<file path="src/frc_params.svh">
// constants for the per-channel fault response and retry block
// assumes a 50 MHz core clock and an already decoded command port
`ifndef FRC_PARAMS_SVH
`define FRC_PARAMS_SVH
// command codes
`define FRC_CODE_CLEAR 8'h03
`define FRC_CODE_OV_RESP 8'h41
`define FRC_CODE_UV_RESP 8'h45
`define FRC_CODE_VIN_RESP 8'h56
`define FRC_CODE_TON_RESP 8'h63
`define FRC_CODE_STAT_BYTE 8'h78
`define FRC_CODE_STAT_WORD 8'h79
`define FRC_CODE_STAT_VOUT 8'h7A
`define FRC_CODE_STAT_INPUT 8'h7C
`define FRC_CODE_STAT_CML 8'h7E
`define FRC_CODE_CFG 8'hD0
`define FRC_CODE_MASK 8'hD1
`define FRC_CODE_RETRY 8'hDB
`define FRC_CODE_RESTART 8'hDC
// reset values
`define FRC_RST_OV 8'hB8
`define FRC_RST_UV 8'hB8
`define FRC_RST_VIN 8'h80
`define FRC_RST_TON 8'hB8
`define FRC_RST_RETRY 16'hFABC
`define FRC_RST_RESTART 16'hFBE8
`define FRC_RST_CFG 8'h00
`define FRC_RST_MASK 8'h00
// status bit positions
`define FRC_SB_VOUT_OV 5
`define FRC_SB_CML 1
`define FRC_SB_NONE 0
`define FRC_SW_VOUT 15
`define FRC_SW_INPUT 13
`define FRC_SV_OV 7
`define FRC_SV_UV 4
`define FRC_SV_TON 2
`define FRC_SI_VIN_OV 7
`define FRC_SC_DATA 6
// mask bit positions
`define FRC_MK_VIN 0
`define FRC_MK_OV 1
`define FRC_MK_UV 2
`define FRC_MK_TON 3
`define FRC_MK_CML 4
// configuration bit
`define FRC_CFG_DECAY 0
// timing
`define FRC_CLK_MHZ 50
`define FRC_UNIT_US 10
`define FRC_MS_US 1000
`define FRC_UNIT_CYC ((`FRC_UNIT_US) * (`FRC_CLK_MHZ))
`define FRC_UNITS_PER_MS ((`FRC_MS_US) / (`FRC_UNIT_US))
`define FRC_RESTART_MIN_MS 17'h00088
`define FRC_RESTART_MAX_MS 17'h0FFF0
`define FRC_RETRY_MIN_MS 17'h00078
`define FRC_RETRY_MAX_MS 17'h147A8
`endif

</file>
<file path="src/frc_pkg.sv">
// types of the fault response and retry block
// assumes frc_params.svh carries every number
package frc_pkg;
  typedef enum logic [5:0] {
    ST_OFF = 6'b000001,
    ST_ON = 6'b000010,
    ST_DEGL = 6'b000100,
    ST_RETRY = 6'b001000,
    ST_LATCH = 6'b010000,
    ST_HOLD = 6'b100000
  } frc_state_t;
  // fault source index, priority order
  typedef enum logic [1:0] {
    SRC_OV = 2'h0,
    SRC_VIN = 2'h1,
    SRC_TON = 2'h2,
    SRC_UV = 2'h3
  } frc_src_t;
endpackage : frc_pkg
</file>
<file path="src/frc_core.sv">
// per-channel fault response, retry and restart hold sequencing
// assumes a decoded command port (code, page, data) from the serial front end
// and asynchronous comparator and pin levels, which are synchronised here
`include "frc_params.svh"
module frc_core
  import frc_pkg::*;
#(
  parameter int P_NUM_CH = 2,
  parameter int P_PAGE_W = 1,
  parameter int P_UNIT_CYC = `FRC_UNIT_CYC,
  parameter int P_UNITS_PER_MS = `FRC_UNITS_PER_MS
) (
  // clock and reset
  input wire logic i_clk,
  input wire logic i_resetn,
  // command port
  input wire logic i_cmd_valid,
  input wire logic i_cmd_write,
  input wire logic [P_PAGE_W-1:0] i_cmd_page,
  input wire logic [7:0] i_cmd_code,
  input wire logic [15:0] i_cmd_wdata,
  output logic o_cmd_ack,
  output logic [15:0] o_cmd_rdata,
  // comparator levels
  input wire logic i_vin_ov,
  input wire logic [P_NUM_CH-1:0] i_vout_ov,
  input wire logic [P_NUM_CH-1:0] i_vout_uv,
  input wire logic [P_NUM_CH-1:0] i_ton_max,
  input wire logic [P_NUM_CH-1:0] i_out_decayed,
  input wire logic [P_NUM_CH-1:0] i_ramping,
  // run pins, open drain
  input wire logic [P_NUM_CH-1:0] i_run,
  output logic [P_NUM_CH-1:0] o_run_out,
  output logic [P_NUM_CH-1:0] o_run_oe,
  // channel control
  input wire logic [P_NUM_CH-1:0] i_op_on,
  output logic [P_NUM_CH-1:0] o_chan_enable,
  output logic [P_NUM_CH-1:0] o_pull_down_only,
  output logic o_alert_n
);

  // linear word to whole ms, negative values read as zero, saturating
  function automatic logic [16:0] frc_l11_ms(input logic [15:0] w);
    logic [4:0] ex;
    logic [33:0] wide;
    ex = w[15:11];
    wide = 34'h0;
    if (!w[10]) begin
      if (!ex[4]) begin
        wide = {23'h0, w[10:0]} << ex[3:0];
      end else begin
        wide = {23'h0, w[10:0]} >> (5'h00 - ex);
      end
    end
    frc_l11_ms = (wide[33:17] != 17'h0) ? 17'h1FFFF : wide[16:0];
  endfunction : frc_l11_ms

  function automatic logic [16:0] frc_clamp(input logic [16:0] v, input logic [16:0] lo, input logic [16:0] hi);
    frc_clamp = (v < lo) ? lo : ((v > hi) ? hi : v);
  endfunction : frc_clamp

  // only these output overvoltage responses are accepted
  function automatic logic frc_ov_ok(input logic [7:0] r);
    frc_ov_ok = (r == 8'h00) || (r == 8'h80) || (r == 8'hB8) || (r[7:3] == 5'h08) || (r[7:3] == 5'h0F);
  endfunction : frc_ov_ok

  // input synchronisers; the first stage feeds only the second
  localparam int SW = 5 * P_NUM_CH + 1;
  logic [SW-1:0] sync1_q;
  logic [SW-1:0] sync2_q;
  always_ff @(posedge i_clk) begin
    if (!i_resetn) begin
      sync1_q <= '0;
      sync2_q <= '0;
    end else begin
      sync1_q <= {i_vin_ov, i_vout_ov, i_vout_uv, i_ton_max, i_out_decayed, i_run};
      sync2_q <= sync1_q;
    end
  end
  logic vin_s;
  logic [P_NUM_CH-1:0] ov_s;
  logic [P_NUM_CH-1:0] uv_s;
  logic [P_NUM_CH-1:0] ton_s;
  logic [P_NUM_CH-1:0] dec_s;
  logic [P_NUM_CH-1:0] run_s;
  assign {vin_s, ov_s, uv_s, ton_s, dec_s, run_s} = sync2_q;
  // ramping comes from the ramp generator on this clock
  logic [P_NUM_CH-1:0] ramp_s;
  assign ramp_s = i_ramping;

  // 10 us enable divider
  logic [15:0] div_q;
  logic tick;
  assign tick = (div_q == 16'(P_UNIT_CYC - 1));
  always_ff @(posedge i_clk) begin
    if (!i_resetn) begin
      div_q <= 16'h0000;
    end else begin
      div_q <= tick ? 16'h0000 : div_q + 16'h0001;
    end
  end

  // command decode and global status
  logic cmd_wr;
  logic clear_all;
  logic bad_wr;
  assign cmd_wr = i_cmd_valid && i_cmd_write;
  assign clear_all = cmd_wr && (i_cmd_code == `FRC_CODE_CLEAR);
  always_comb begin
    bad_wr = 1'b0;
    if (cmd_wr) begin
      case (i_cmd_code)
        `FRC_CODE_OV_RESP: bad_wr = !frc_ov_ok(i_cmd_wdata[7:0]);
        `FRC_CODE_UV_RESP, `FRC_CODE_VIN_RESP, `FRC_CODE_TON_RESP: bad_wr = (i_cmd_wdata[7:6] == 2'b11);
        default: bad_wr = 1'b0;
      endcase
    end
  end

  logic cml_q;
  logic vin_st_q;
  logic [7:0] mask_q;
  // set wins over the clear command
  always_ff @(posedge i_clk) begin
    if (!i_resetn) begin
      cml_q <= 1'b0;
    end else begin
      cml_q <= bad_wr | (cml_q & ~clear_all);
    end
  end
  always_ff @(posedge i_clk) begin
    if (!i_resetn) begin
      vin_st_q <= 1'b0;
    end else begin
      vin_st_q <= vin_s | (vin_st_q & ~clear_all);
    end
  end
  always_ff @(posedge i_clk) begin
    if (!i_resetn) begin
      mask_q <= `FRC_RST_MASK;
    end else if (cmd_wr && i_cmd_code == `FRC_CODE_MASK) begin
      mask_q <= i_cmd_wdata[7:0];
    end
  end

  // per-channel views for the read mux and alert
  logic [P_NUM_CH-1:0][7:0] ov_resp_w;
  logic [P_NUM_CH-1:0][7:0] uv_resp_w;
  logic [P_NUM_CH-1:0][7:0] vin_resp_w;
  logic [P_NUM_CH-1:0][7:0] ton_resp_w;
  logic [P_NUM_CH-1:0][7:0] cfg_w;
  logic [P_NUM_CH-1:0][15:0] retry_w;
  logic [P_NUM_CH-1:0][15:0] restart_w;
  logic [P_NUM_CH-1:0] ov_st_w;
  logic [P_NUM_CH-1:0] uv_st_w;
  logic [P_NUM_CH-1:0] ton_st_w;

  genvar g;
  generate
    for (g = 0; g < P_NUM_CH; g = g + 1) begin : g_ch
      logic [7:0] ov_resp_q;
      logic [7:0] uv_resp_q;
      logic [7:0] vin_resp_q;
      logic [7:0] ton_resp_q;
      logic [7:0] cfg_q;
      logic [15:0] retry_q;
      logic [15:0] restart_q;
      logic ov_st_q;
      logic uv_st_q;
      logic ton_st_q;
      logic on_prev_q;
      logic run_prev_q;
      logic pd_q;
      frc_state_t state_q;
      frc_src_t src_q;
      logic [7:0] act_q;
      logic [2:0] degl_q;
      logic [7:0] unit_q;
      logic [16:0] ms_q;
      logic wr_me;
      logic on_cmd;
      logic on_rise;
      logic run_fall;
      logic clr_ch;
      logic uv_arm;
      logic [3:0] cond;
      logic hit;
      frc_src_t hit_src;
      logic [7:0] hit_resp;
      logic [16:0] retry_ms;
      logic [16:0] restart_ms;
      logic [16:0] rst_c;
      logic decay_ok_retry;
      logic timing;

      assign wr_me = cmd_wr && (i_cmd_page == P_PAGE_W'(g)) && !bad_wr;
      assign on_cmd = i_op_on[g] && run_s[g];
      assign on_rise = on_cmd && !on_prev_q;
      assign run_fall = run_prev_q && !run_s[g];
      assign clr_ch = clear_all || on_rise;
      assign uv_arm = (state_q == ST_ON || state_q == ST_DEGL) && !ramp_s[g];
      assign cond = {uv_s[g] && uv_arm, ton_s[g] && (ton_resp_q != 8'h00), vin_s, ov_s[g]};

      // paged response registers, refused writes leave them untouched
      always_ff @(posedge i_clk) begin
        if (!i_resetn) begin
          ov_resp_q <= `FRC_RST_OV;
          uv_resp_q <= `FRC_RST_UV;
          vin_resp_q <= `FRC_RST_VIN;
          ton_resp_q <= `FRC_RST_TON;
          cfg_q <= `FRC_RST_CFG;
          retry_q <= `FRC_RST_RETRY;
          restart_q <= `FRC_RST_RESTART;
        end else if (wr_me) begin
          case (i_cmd_code)
            `FRC_CODE_OV_RESP: ov_resp_q <= i_cmd_wdata[7:0];
            `FRC_CODE_UV_RESP: uv_resp_q <= i_cmd_wdata[7:0];
            `FRC_CODE_VIN_RESP: vin_resp_q <= i_cmd_wdata[7:0];
            `FRC_CODE_TON_RESP: ton_resp_q <= i_cmd_wdata[7:0];
            `FRC_CODE_CFG: cfg_q <= i_cmd_wdata[7:0];
            `FRC_CODE_RETRY: retry_q <= i_cmd_wdata;
            `FRC_CODE_RESTART: restart_q <= i_cmd_wdata;
            default: cfg_q <= cfg_q;
          endcase
        end
      end

      // sticky status, set wins over clear
      always_ff @(posedge i_clk) begin
        if (!i_resetn) begin
          ov_st_q <= 1'b0;
          uv_st_q <= 1'b0;
          ton_st_q <= 1'b0;
        end else begin
          ov_st_q <= cond[0] | (ov_st_q & ~clr_ch);
          ton_st_q <= cond[2] | (ton_st_q & ~clr_ch);
          uv_st_q <= cond[3] | (uv_st_q & ~clr_ch);
        end
      end

      always_ff @(posedge i_clk) begin
        if (!i_resetn) begin
          on_prev_q <= 1'b0;
          run_prev_q <= 1'b0;
        end else begin
          on_prev_q <= on_cmd;
          run_prev_q <= run_s[g];
        end
      end

      // highest priority fault whose response acts on the output
      always_comb begin
        hit = 1'b0;
        hit_src = SRC_OV;
        hit_resp = 8'h00;
        if (cond[0] && ov_resp_q[7:6] != 2'b00) begin
          hit = 1'b1;
          hit_resp = ov_resp_q;
        end else if (cond[1] && vin_resp_q[7:6] != 2'b00) begin
          hit = 1'b1;
          hit_src = SRC_VIN;
          hit_resp = vin_resp_q;
        end else if (cond[2] && ton_resp_q[7:6] != 2'b00) begin
          hit = 1'b1;
          hit_src = SRC_TON;
          hit_resp = ton_resp_q;
        end else if (cond[3] && uv_resp_q[7:6] != 2'b00) begin
          hit = 1'b1;
          hit_src = SRC_UV;
          hit_resp = uv_resp_q;
        end
      end

      assign retry_ms = frc_clamp(frc_l11_ms(retry_q), `FRC_RETRY_MIN_MS, `FRC_RETRY_MAX_MS);
      assign rst_c = frc_clamp(frc_l11_ms(restart_q), `FRC_RESTART_MIN_MS, `FRC_RESTART_MAX_MS);
      // round up to the 16 ms step so the hold is never short
      assign restart_ms = {rst_c[16:4], 4'h0} + ((rst_c[3:0] != 4'h0) ? 17'h00010 : 17'h00000);
      assign decay_ok_retry = cfg_q[`FRC_CFG_DECAY] || dec_s[g];
      assign timing = (state_q == ST_DEGL) || (state_q == ST_RETRY) || (state_q == ST_HOLD);

      // ms timer, cleared on fault detection and on hold entry
      always_ff @(posedge i_clk) begin
        if (!i_resetn) begin
          unit_q <= 8'h00;
          ms_q <= 17'h00000;
        end else if ((state_q == ST_ON && hit) || (state_q != ST_HOLD && run_fall)) begin
          unit_q <= 8'h00;
          ms_q <= 17'h00000;
        end else if (timing && tick) begin
          if (unit_q == 8'(P_UNITS_PER_MS - 1)) begin
            unit_q <= 8'h00;
            ms_q <= (ms_q == 17'h1FFFF) ? ms_q : ms_q + 17'h00001;
          end else begin
            unit_q <= unit_q + 8'h01;
          end
        end
      end

      // deglitch count in 10 us units
      always_ff @(posedge i_clk) begin
        if (!i_resetn) begin
          degl_q <= 3'h0;
        end else if (state_q != ST_DEGL) begin
          degl_q <= 3'h0;
        end else if (tick && degl_q != 3'h7) begin
          degl_q <= degl_q + 3'h1;
        end
      end

      always_ff @(posedge i_clk) begin
        if (!i_resetn) begin
          state_q <= ST_OFF;
          src_q <= SRC_OV;
          act_q <= 8'h00;
        end else if (state_q != ST_HOLD && run_fall) begin
          state_q <= ST_HOLD;
        end else begin
          case (state_q)
            ST_OFF: begin
              if (on_cmd && (!cfg_q[`FRC_CFG_DECAY] || dec_s[g])) begin
                state_q <= ST_ON;
              end
            end
            ST_ON: begin
              if (!on_cmd) begin
                state_q <= ST_OFF;
              end else if (hit) begin
                src_q <= hit_src;
                act_q <= hit_resp;
                if (hit_resp[7:6] == 2'b01) begin
                  state_q <= ST_DEGL;
                end else begin
                  state_q <= (hit_resp[5:3] == 3'b111) ? ST_RETRY : ST_LATCH;
                end
              end
            end
            ST_DEGL: begin
              if (!on_cmd) begin
                state_q <= ST_OFF;
              end else if (!cond[src_q]) begin
                state_q <= ST_ON;
              end else if (degl_q >= act_q[2:0]) begin
                state_q <= (act_q[5:3] == 3'b111) ? ST_RETRY : ST_LATCH;
              end
            end
            ST_RETRY: begin
              if (!on_cmd) begin
                state_q <= ST_OFF;
              end else if (ms_q >= retry_ms && decay_ok_retry) begin
                state_q <= ST_ON;
              end
            end
            ST_LATCH: begin
              if (!on_cmd) begin
                state_q <= ST_OFF;
              end
            end
            ST_HOLD: begin
              if (ms_q >= restart_ms) begin
                state_q <= ST_OFF;
              end
            end
            default: state_q <= ST_OFF;
          endcase
        end
      end

      // bottom switch on while the output stays above the limit and the overvoltage response is 00
      always_ff @(posedge i_clk) begin
        if (!i_resetn) begin
          pd_q <= 1'b0;
        end else begin
          pd_q <= ov_s[g] && (ov_resp_q == 8'h00);
        end
      end

      assign o_chan_enable[g] = (state_q == ST_ON) || (state_q == ST_DEGL);
      assign o_pull_down_only[g] = pd_q;
      assign o_run_out[g] = 1'b0;
      assign o_run_oe[g] = (state_q == ST_HOLD);
      assign ov_resp_w[g] = ov_resp_q;
      assign uv_resp_w[g] = uv_resp_q;
      assign vin_resp_w[g] = vin_resp_q;
      assign ton_resp_w[g] = ton_resp_q;
      assign cfg_w[g] = cfg_q;
      assign retry_w[g] = retry_q;
      assign restart_w[g] = restart_q;
      assign ov_st_w[g] = ov_st_q;
      assign uv_st_w[g] = uv_st_q;
      assign ton_st_w[g] = ton_st_q;
    end
  endgenerate

  // status views of the addressed page
  logic [7:0] sb;
  logic [7:0] sv;
  logic [15:0] sw;
  always_comb begin
    sv = 8'h00;
    sv[`FRC_SV_OV] = ov_st_w[i_cmd_page];
    sv[`FRC_SV_UV] = uv_st_w[i_cmd_page];
    sv[`FRC_SV_TON] = ton_st_w[i_cmd_page];
    sb = 8'h00;
    sb[`FRC_SB_VOUT_OV] = ov_st_w[i_cmd_page];
    sb[`FRC_SB_CML] = cml_q;
    sb[`FRC_SB_NONE] = vin_st_w_any() | uv_st_w[i_cmd_page] | ton_st_w[i_cmd_page];
    sw = {8'h00, sb};
    sw[`FRC_SW_VOUT] = |sv;
    sw[`FRC_SW_INPUT] = vin_st_q;
  end

  function automatic logic vin_st_w_any();
    vin_st_w_any = vin_st_q;
  endfunction : vin_st_w_any

  always_ff @(posedge i_clk) begin
    if (!i_resetn) begin
      o_cmd_ack <= 1'b0;
      o_cmd_rdata <= 16'h0000;
    end else begin
      o_cmd_ack <= i_cmd_valid;
      if (i_cmd_valid && !i_cmd_write) begin
        case (i_cmd_code)
          `FRC_CODE_OV_RESP: o_cmd_rdata <= {8'h00, ov_resp_w[i_cmd_page]};
          `FRC_CODE_UV_RESP: o_cmd_rdata <= {8'h00, uv_resp_w[i_cmd_page]};
          `FRC_CODE_VIN_RESP: o_cmd_rdata <= {8'h00, vin_resp_w[i_cmd_page]};
          `FRC_CODE_TON_RESP: o_cmd_rdata <= {8'h00, ton_resp_w[i_cmd_page]};
          `FRC_CODE_CFG: o_cmd_rdata <= {8'h00, cfg_w[i_cmd_page]};
          `FRC_CODE_MASK: o_cmd_rdata <= {8'h00, mask_q};
          `FRC_CODE_RETRY: o_cmd_rdata <= retry_w[i_cmd_page];
          `FRC_CODE_RESTART: o_cmd_rdata <= restart_w[i_cmd_page];
          `FRC_CODE_STAT_BYTE: o_cmd_rdata <= {8'h00, sb};
          `FRC_CODE_STAT_WORD: o_cmd_rdata <= sw;
          `FRC_CODE_STAT_VOUT: o_cmd_rdata <= {8'h00, sv};
          `FRC_CODE_STAT_INPUT: o_cmd_rdata <= {8'h00, vin_st_q, 7'h00};
          `FRC_CODE_STAT_CML: o_cmd_rdata <= {9'h000, cml_q, 6'h00};
          default: o_cmd_rdata <= 16'h0000;
        endcase
      end
    end
  end

  // alert from any unmasked sticky fault of any page
  always_ff @(posedge i_clk) begin
    if (!i_resetn) begin
      o_alert_n <= 1'b1;
    end else begin
      o_alert_n <= !((vin_st_q && !mask_q[`FRC_MK_VIN]) || (|ov_st_w && !mask_q[`FRC_MK_OV]) ||
                     (|uv_st_w && !mask_q[`FRC_MK_UV]) || (|ton_st_w && !mask_q[`FRC_MK_TON]) ||
                     (cml_q && !mask_q[`FRC_MK_CML]));
    end
  end

endmodule : frc_core

</file>
<file path="config.mk">
export PLATFORM = sky130hd
export DESIGN_NAME = frc_core
export DESIGN_NICKNAME = d
export VERILOG_FILES = /design/src/frc_pkg.sv /design/src/frc_core.sv
export VERILOG_INCLUDE_DIRS = /design/src /design/src/src
export SDC_FILE = /design/constraint.sdc
export NUM_CORES = 1
export LEC_CHECK = 0
export ABC_AREA = 1
export BUFFER_PORTS_ARGS = -buffer_cell sky130_fd_sc_hd__buf_2
export CAP_MARGIN = 20
export CORE_UTILIZATION = 60
export DETAILED_ROUTE_END_ITERATION = 7
export GPL_TIMING_DRIVEN = 0
export PLACE_DENSITY = 0.74
export SETUP_SLACK_MARGIN = 0.15
export SLEW_MARGIN = 20
export SYNTH_ARGS = -nofsm -noshare
export SYNTH_HDL_FRONTEND = slang
export SYNTH_SLANG_ARGS = --single-unit
</file>
<file path="constraint.sdc">
create_clock -name i_clk -period 11.6 [get_ports i_clk]
set_clock_uncertainty 0.2 [all_clocks]
set_input_delay 0 -clock i_clk [delete_from_list [all_inputs] [get_ports i_clk]]
set_output_delay 0 -clock i_clk [all_outputs]
set_load 0.005 [all_outputs]
</file>
==> run_results.csv <==
group,metric,value,unit
hold_path,hold_path_end,"g_ch[0].ton_resp_q[4]",
worst_setup_path,critPathRequiredTime,11840,ps
die,fp.dieW,193,um
logic_synthesis,synth-main-ff-cell,"dfxtp_1",
logic_synthesis,yosysUniqueCellTypes,74,
timing,hold_viol_final,0,
route,wl_per_cell,19.6,um
route,drt-initial-drc-count,2966,
worst_setup_path,cp.arrival,6190,ps
logic_synthesis,synth_top_area_share,28.0,%
die,rows,69,
worst_setup_path,timing.rr.end,"g_ch[0].state_q[4]",
timing,rsz0062_at_grt,"false",
worst_setup_path,reg2reg_depth,32,
clock_tree,h-tree-depth,2,
layout,drive_gt1_share,10.2,%
logic_synthesis,ys_warn_count,0,
timing,setup_viol,0,
layout,final_nets,3722,
logic_synthesis,synth_commonest_cells,"nand2_1, inv_1, dfxtp_1",
hold_path,min_path_cells,6,
placed_design,pre_cts_ws,5870,ps
die,start_util,61.3,%
global_routing,grt_pass1_wl,122,mm
timing,hold_slack,31.0,ps
timing,worst_pin_slew,1000,ps
logic_synthesis,yosysMostFrequentCell,"nand2_1",
worst_setup_path,end_kind,"flip-flop",
global_routing,grt-ovfl-total,0,
route,vias_per_cell,6.18,
timing,maxSlewHeadroom,33.2,%
hold_path,hp-start,"i_cmd_code[5]",
run,maxCapViolCount,0,
logic_synthesis,synthArstFlopShare,0,%
timing,worst_slack,5640,ps
timing,clock.fmax,168,MHz
clock_tree,clockRootBuffer,"clkbuf_16",
worst_setup_path,reg2reg_slack,5640,ps
run_status,status,"finished with violations",
global_routing,grtUsageTotal,42.0,%
logic_synthesis,seq_area_frac_synth,28.0,%
timing,finalMaxSlewViolations,0,
worst_setup_path,cp_slowest_cell,"a211oi_1",
placed_design,postPlaceCellArea,22800,sq um
die,coreArea,35700,sq um
clock_tree,numCtsBuffers,35,
timing,fin_crit_sh,51.3,%
logic_synthesis,syn_avg_cell_area,6.37,sq um
hold_path,hold_path_class,"in -> reg",
worst_setup_path,crit_fanout,10,
route,drt-pass1-iter-count,8,
worst_setup_path,start_kind,"flip-flop",
placed_design,dp_hpwl,60.8,mm
worst_setup_path,critical_path_class,"reg -> reg",
logic_synthesis,synth_area_leader_cell,"dfxtp_1",
power,vdd_drop_max,0.000137,V
die,ios,70,
die,fp.dieH,193,um
worst_setup_path,reg2reg_from,"g_ch[0].restart_q[12]",
logic_synthesis,synth_area_leaders,"dfxtp_1, nand2_1, a21oi_1",
die,dieArea,37300,sq um
route,drtAntennaViolNets,0,
route,dr_total_vias,25196,
clock_tree,cts_sinks,306,
placed_design,portBuffers,62,
logic_synthesis,synth_edf_count,0,
logic_synthesis,synth-seq-cells,306,
logic_synthesis,syn_inst,3437,
layout,syn2layout_area_growth,12.5,%
clock_tree,path_clk_slew,70,ps
worst_setup_path,path_common_cell,"nand2_1",
layout,stdcell_area,24600,sq um
clock_tree,clock_latency,560,ps
route,drc_errors,4,
clock_tree,cts_tree,"built",
placed_design,gp_congestion,1.09,
layout,fill_cells,3037,
power,power_density,103,nW/um^2
run_status,violations,"DRC",
worst_setup_path,max_stage_delay,760,ps
route,wl,79.8,mm
global_routing,grt_max_degree,14,
timing,finalCriticalPeriod,5960,ps
global_routing,antenna_found_initial,0,
timing,fin_setup_tns,0,ps
global_routing,grt_pass1_vias,23010,
power,leakagePower,11.2,nW
logic_synthesis,syn_area,21900,sq um
worst_setup_path,cp-startpoint,"g_ch[0].restart_q[12]",
clock_tree,clock_path_buffers,3,
## registers in the layout (all words and copies together), names as in the netlist, 4 cells and up
name and flops:
div_q 16, g_ch.act_q 12, g_ch.cfg_q 16, g_ch.degl_q 6
g_ch.ms_q 34, g_ch.ov_resp_q 16, g_ch.restart_q 32, g_ch.retry_q 32
g_ch.src_q 4, g_ch.state_q 12, g_ch.ton_resp_q 16, g_ch.unit_q 16
g_ch.uv_resp_q 16, g_ch.vin_resp_q 16, mask_q 8, o_cmd_rdata 16
sync1_q 11, sync2_q 11
## critical path, delay by kind of cell, from the launching register on
family                   cells  cell delay [ps]
buffers and inverters        5              820
adder cells (fa/ha/maj)      4             1000
AO/OA/AOI/OAI                6             1430
AND/OR/NAND/NOR             17             2100
flip-flops                   1              300
## routing by layer
layer / wire length (um) / up-vias / track usage (%)
li1: - / 11842 / -
met2: 35100 / 1475 / 67.0
met4: 5500 / 0 / 26.7
met3: 7790 / 347 / 6.99
met1: 31500 / 11532 / 52.7
met5: 0 / - / 0
## layout make-up
type                       count  area (sq um)  area share [%]
antenna                        1          2.50          0.0102
buffer                       134           741            3.01
clock buffer                  46          1010            4.09
clock inverter                15           293            1.19
inverter                     425          1610            6.53
multi-input combinational   2573         13400            54.5
sequential                   306          6130            24.9
tap                          461           577            2.34
timing repair buffer         116           848            3.44
## how the worst max path moves through the flow
| stage | depth (start not counted) | slack [ps] | to |
|---|---|---|---|
| after global routing | 32 | 5140 | g_ch[0].state_q[3] |
| after detailed placement | 32 | 5870 | g_ch[0].state_q[4] |
| final | 32 | 5640 | g_ch[0].state_q[4] |
| after global placement | 32 | 5980 | g_ch[0].state_q[3] |
| after CTS | 32 | 5820 | g_ch[0].state_q[4] |
| after floorplan | 32 | 7080 | g_ch[0].state_q[3] |
## metrics by stage
stage	instances	utilization, %	power [mW]
2_1_floorplan	3438	-	1.20
3_3_place_gp	3961	63.8	1.26
3_5_place_dp	3962	63.8	1.26
4_1_cts	4076	68.9	2.52
5_1_grt	4076	68.9	2.58
6_report	4077	68.9	2.53
## logic make-up after synthesis
kind of cell               share of synthesized area (%)
AOI/OAI and AO/OA                                   20.9
muxes                                              0.320
and+or+nand+nor                                     34.1
adders and majority gates                           4.97
xor gates and xnor gates                            1.06
DFF                                                 28.0
buffers and inverters                               10.7
other                                             0.0171
## cell usage in the layout (no fill, tap or decap), drive strengths merged, types with 2 or more instances in the layout
master / netlist / layout
xnor2: 7 / 7
nor4: 22 / 22
a21boi: 8 / 8
mux2i: 7 / 7
a22oi: 4 / 4
a21oi: 304 / 304
nor3b: 9 / 9
xor2: 16 / 16
a211oi: 6 / 6
a2111oi: 3 / 3
o211ai: 68 / 68
or2: 11 / 11
dfxtp: 306 / 306
clkinv: 10 / 15
o22ai: 26 / 26
bufinv: 0 / 8
nor2: 298 / 298
o21bai: 3 / 3
and3: 3 / 3
conb: 1 / 2
nand3b: 7 / 7
nand3: 296 / 296
nand4: 62 / 62
o21a: 10 / 10
a221oi: 11 / 11
o2111ai: 10 / 10
and2: 6 / 6
buf: 75 / 138
o31ai: 9 / 9
nor3: 61 / 61
a22o: 2 / 2
a31oi: 17 / 17
inv: 415 / 416
nand2: 872 / 872
ha: 87 / 87
o21ai: 314 / 314
clkbuf: 59 / 105
o221ai: 5 / 5
dlygate4sd3: 0 / 53
## report_power, final
part           internal, mW  switching [mW]  leakage, nW
registers              1.06         0.00864         2.47
logic                0.0591           0.138         8.05
clock network         0.791           0.471        0.638
## what timing repair did
| action | in CTS | in global routing |
|---|---|---|
| hold buffers | 53 | 0 |
| buffers inserted | 0 | 0 |
| resized for setup | 0 | 0 |
| endpoints found under the hold margin | 154 | 0 |
(Power assumes the default switching activity.)
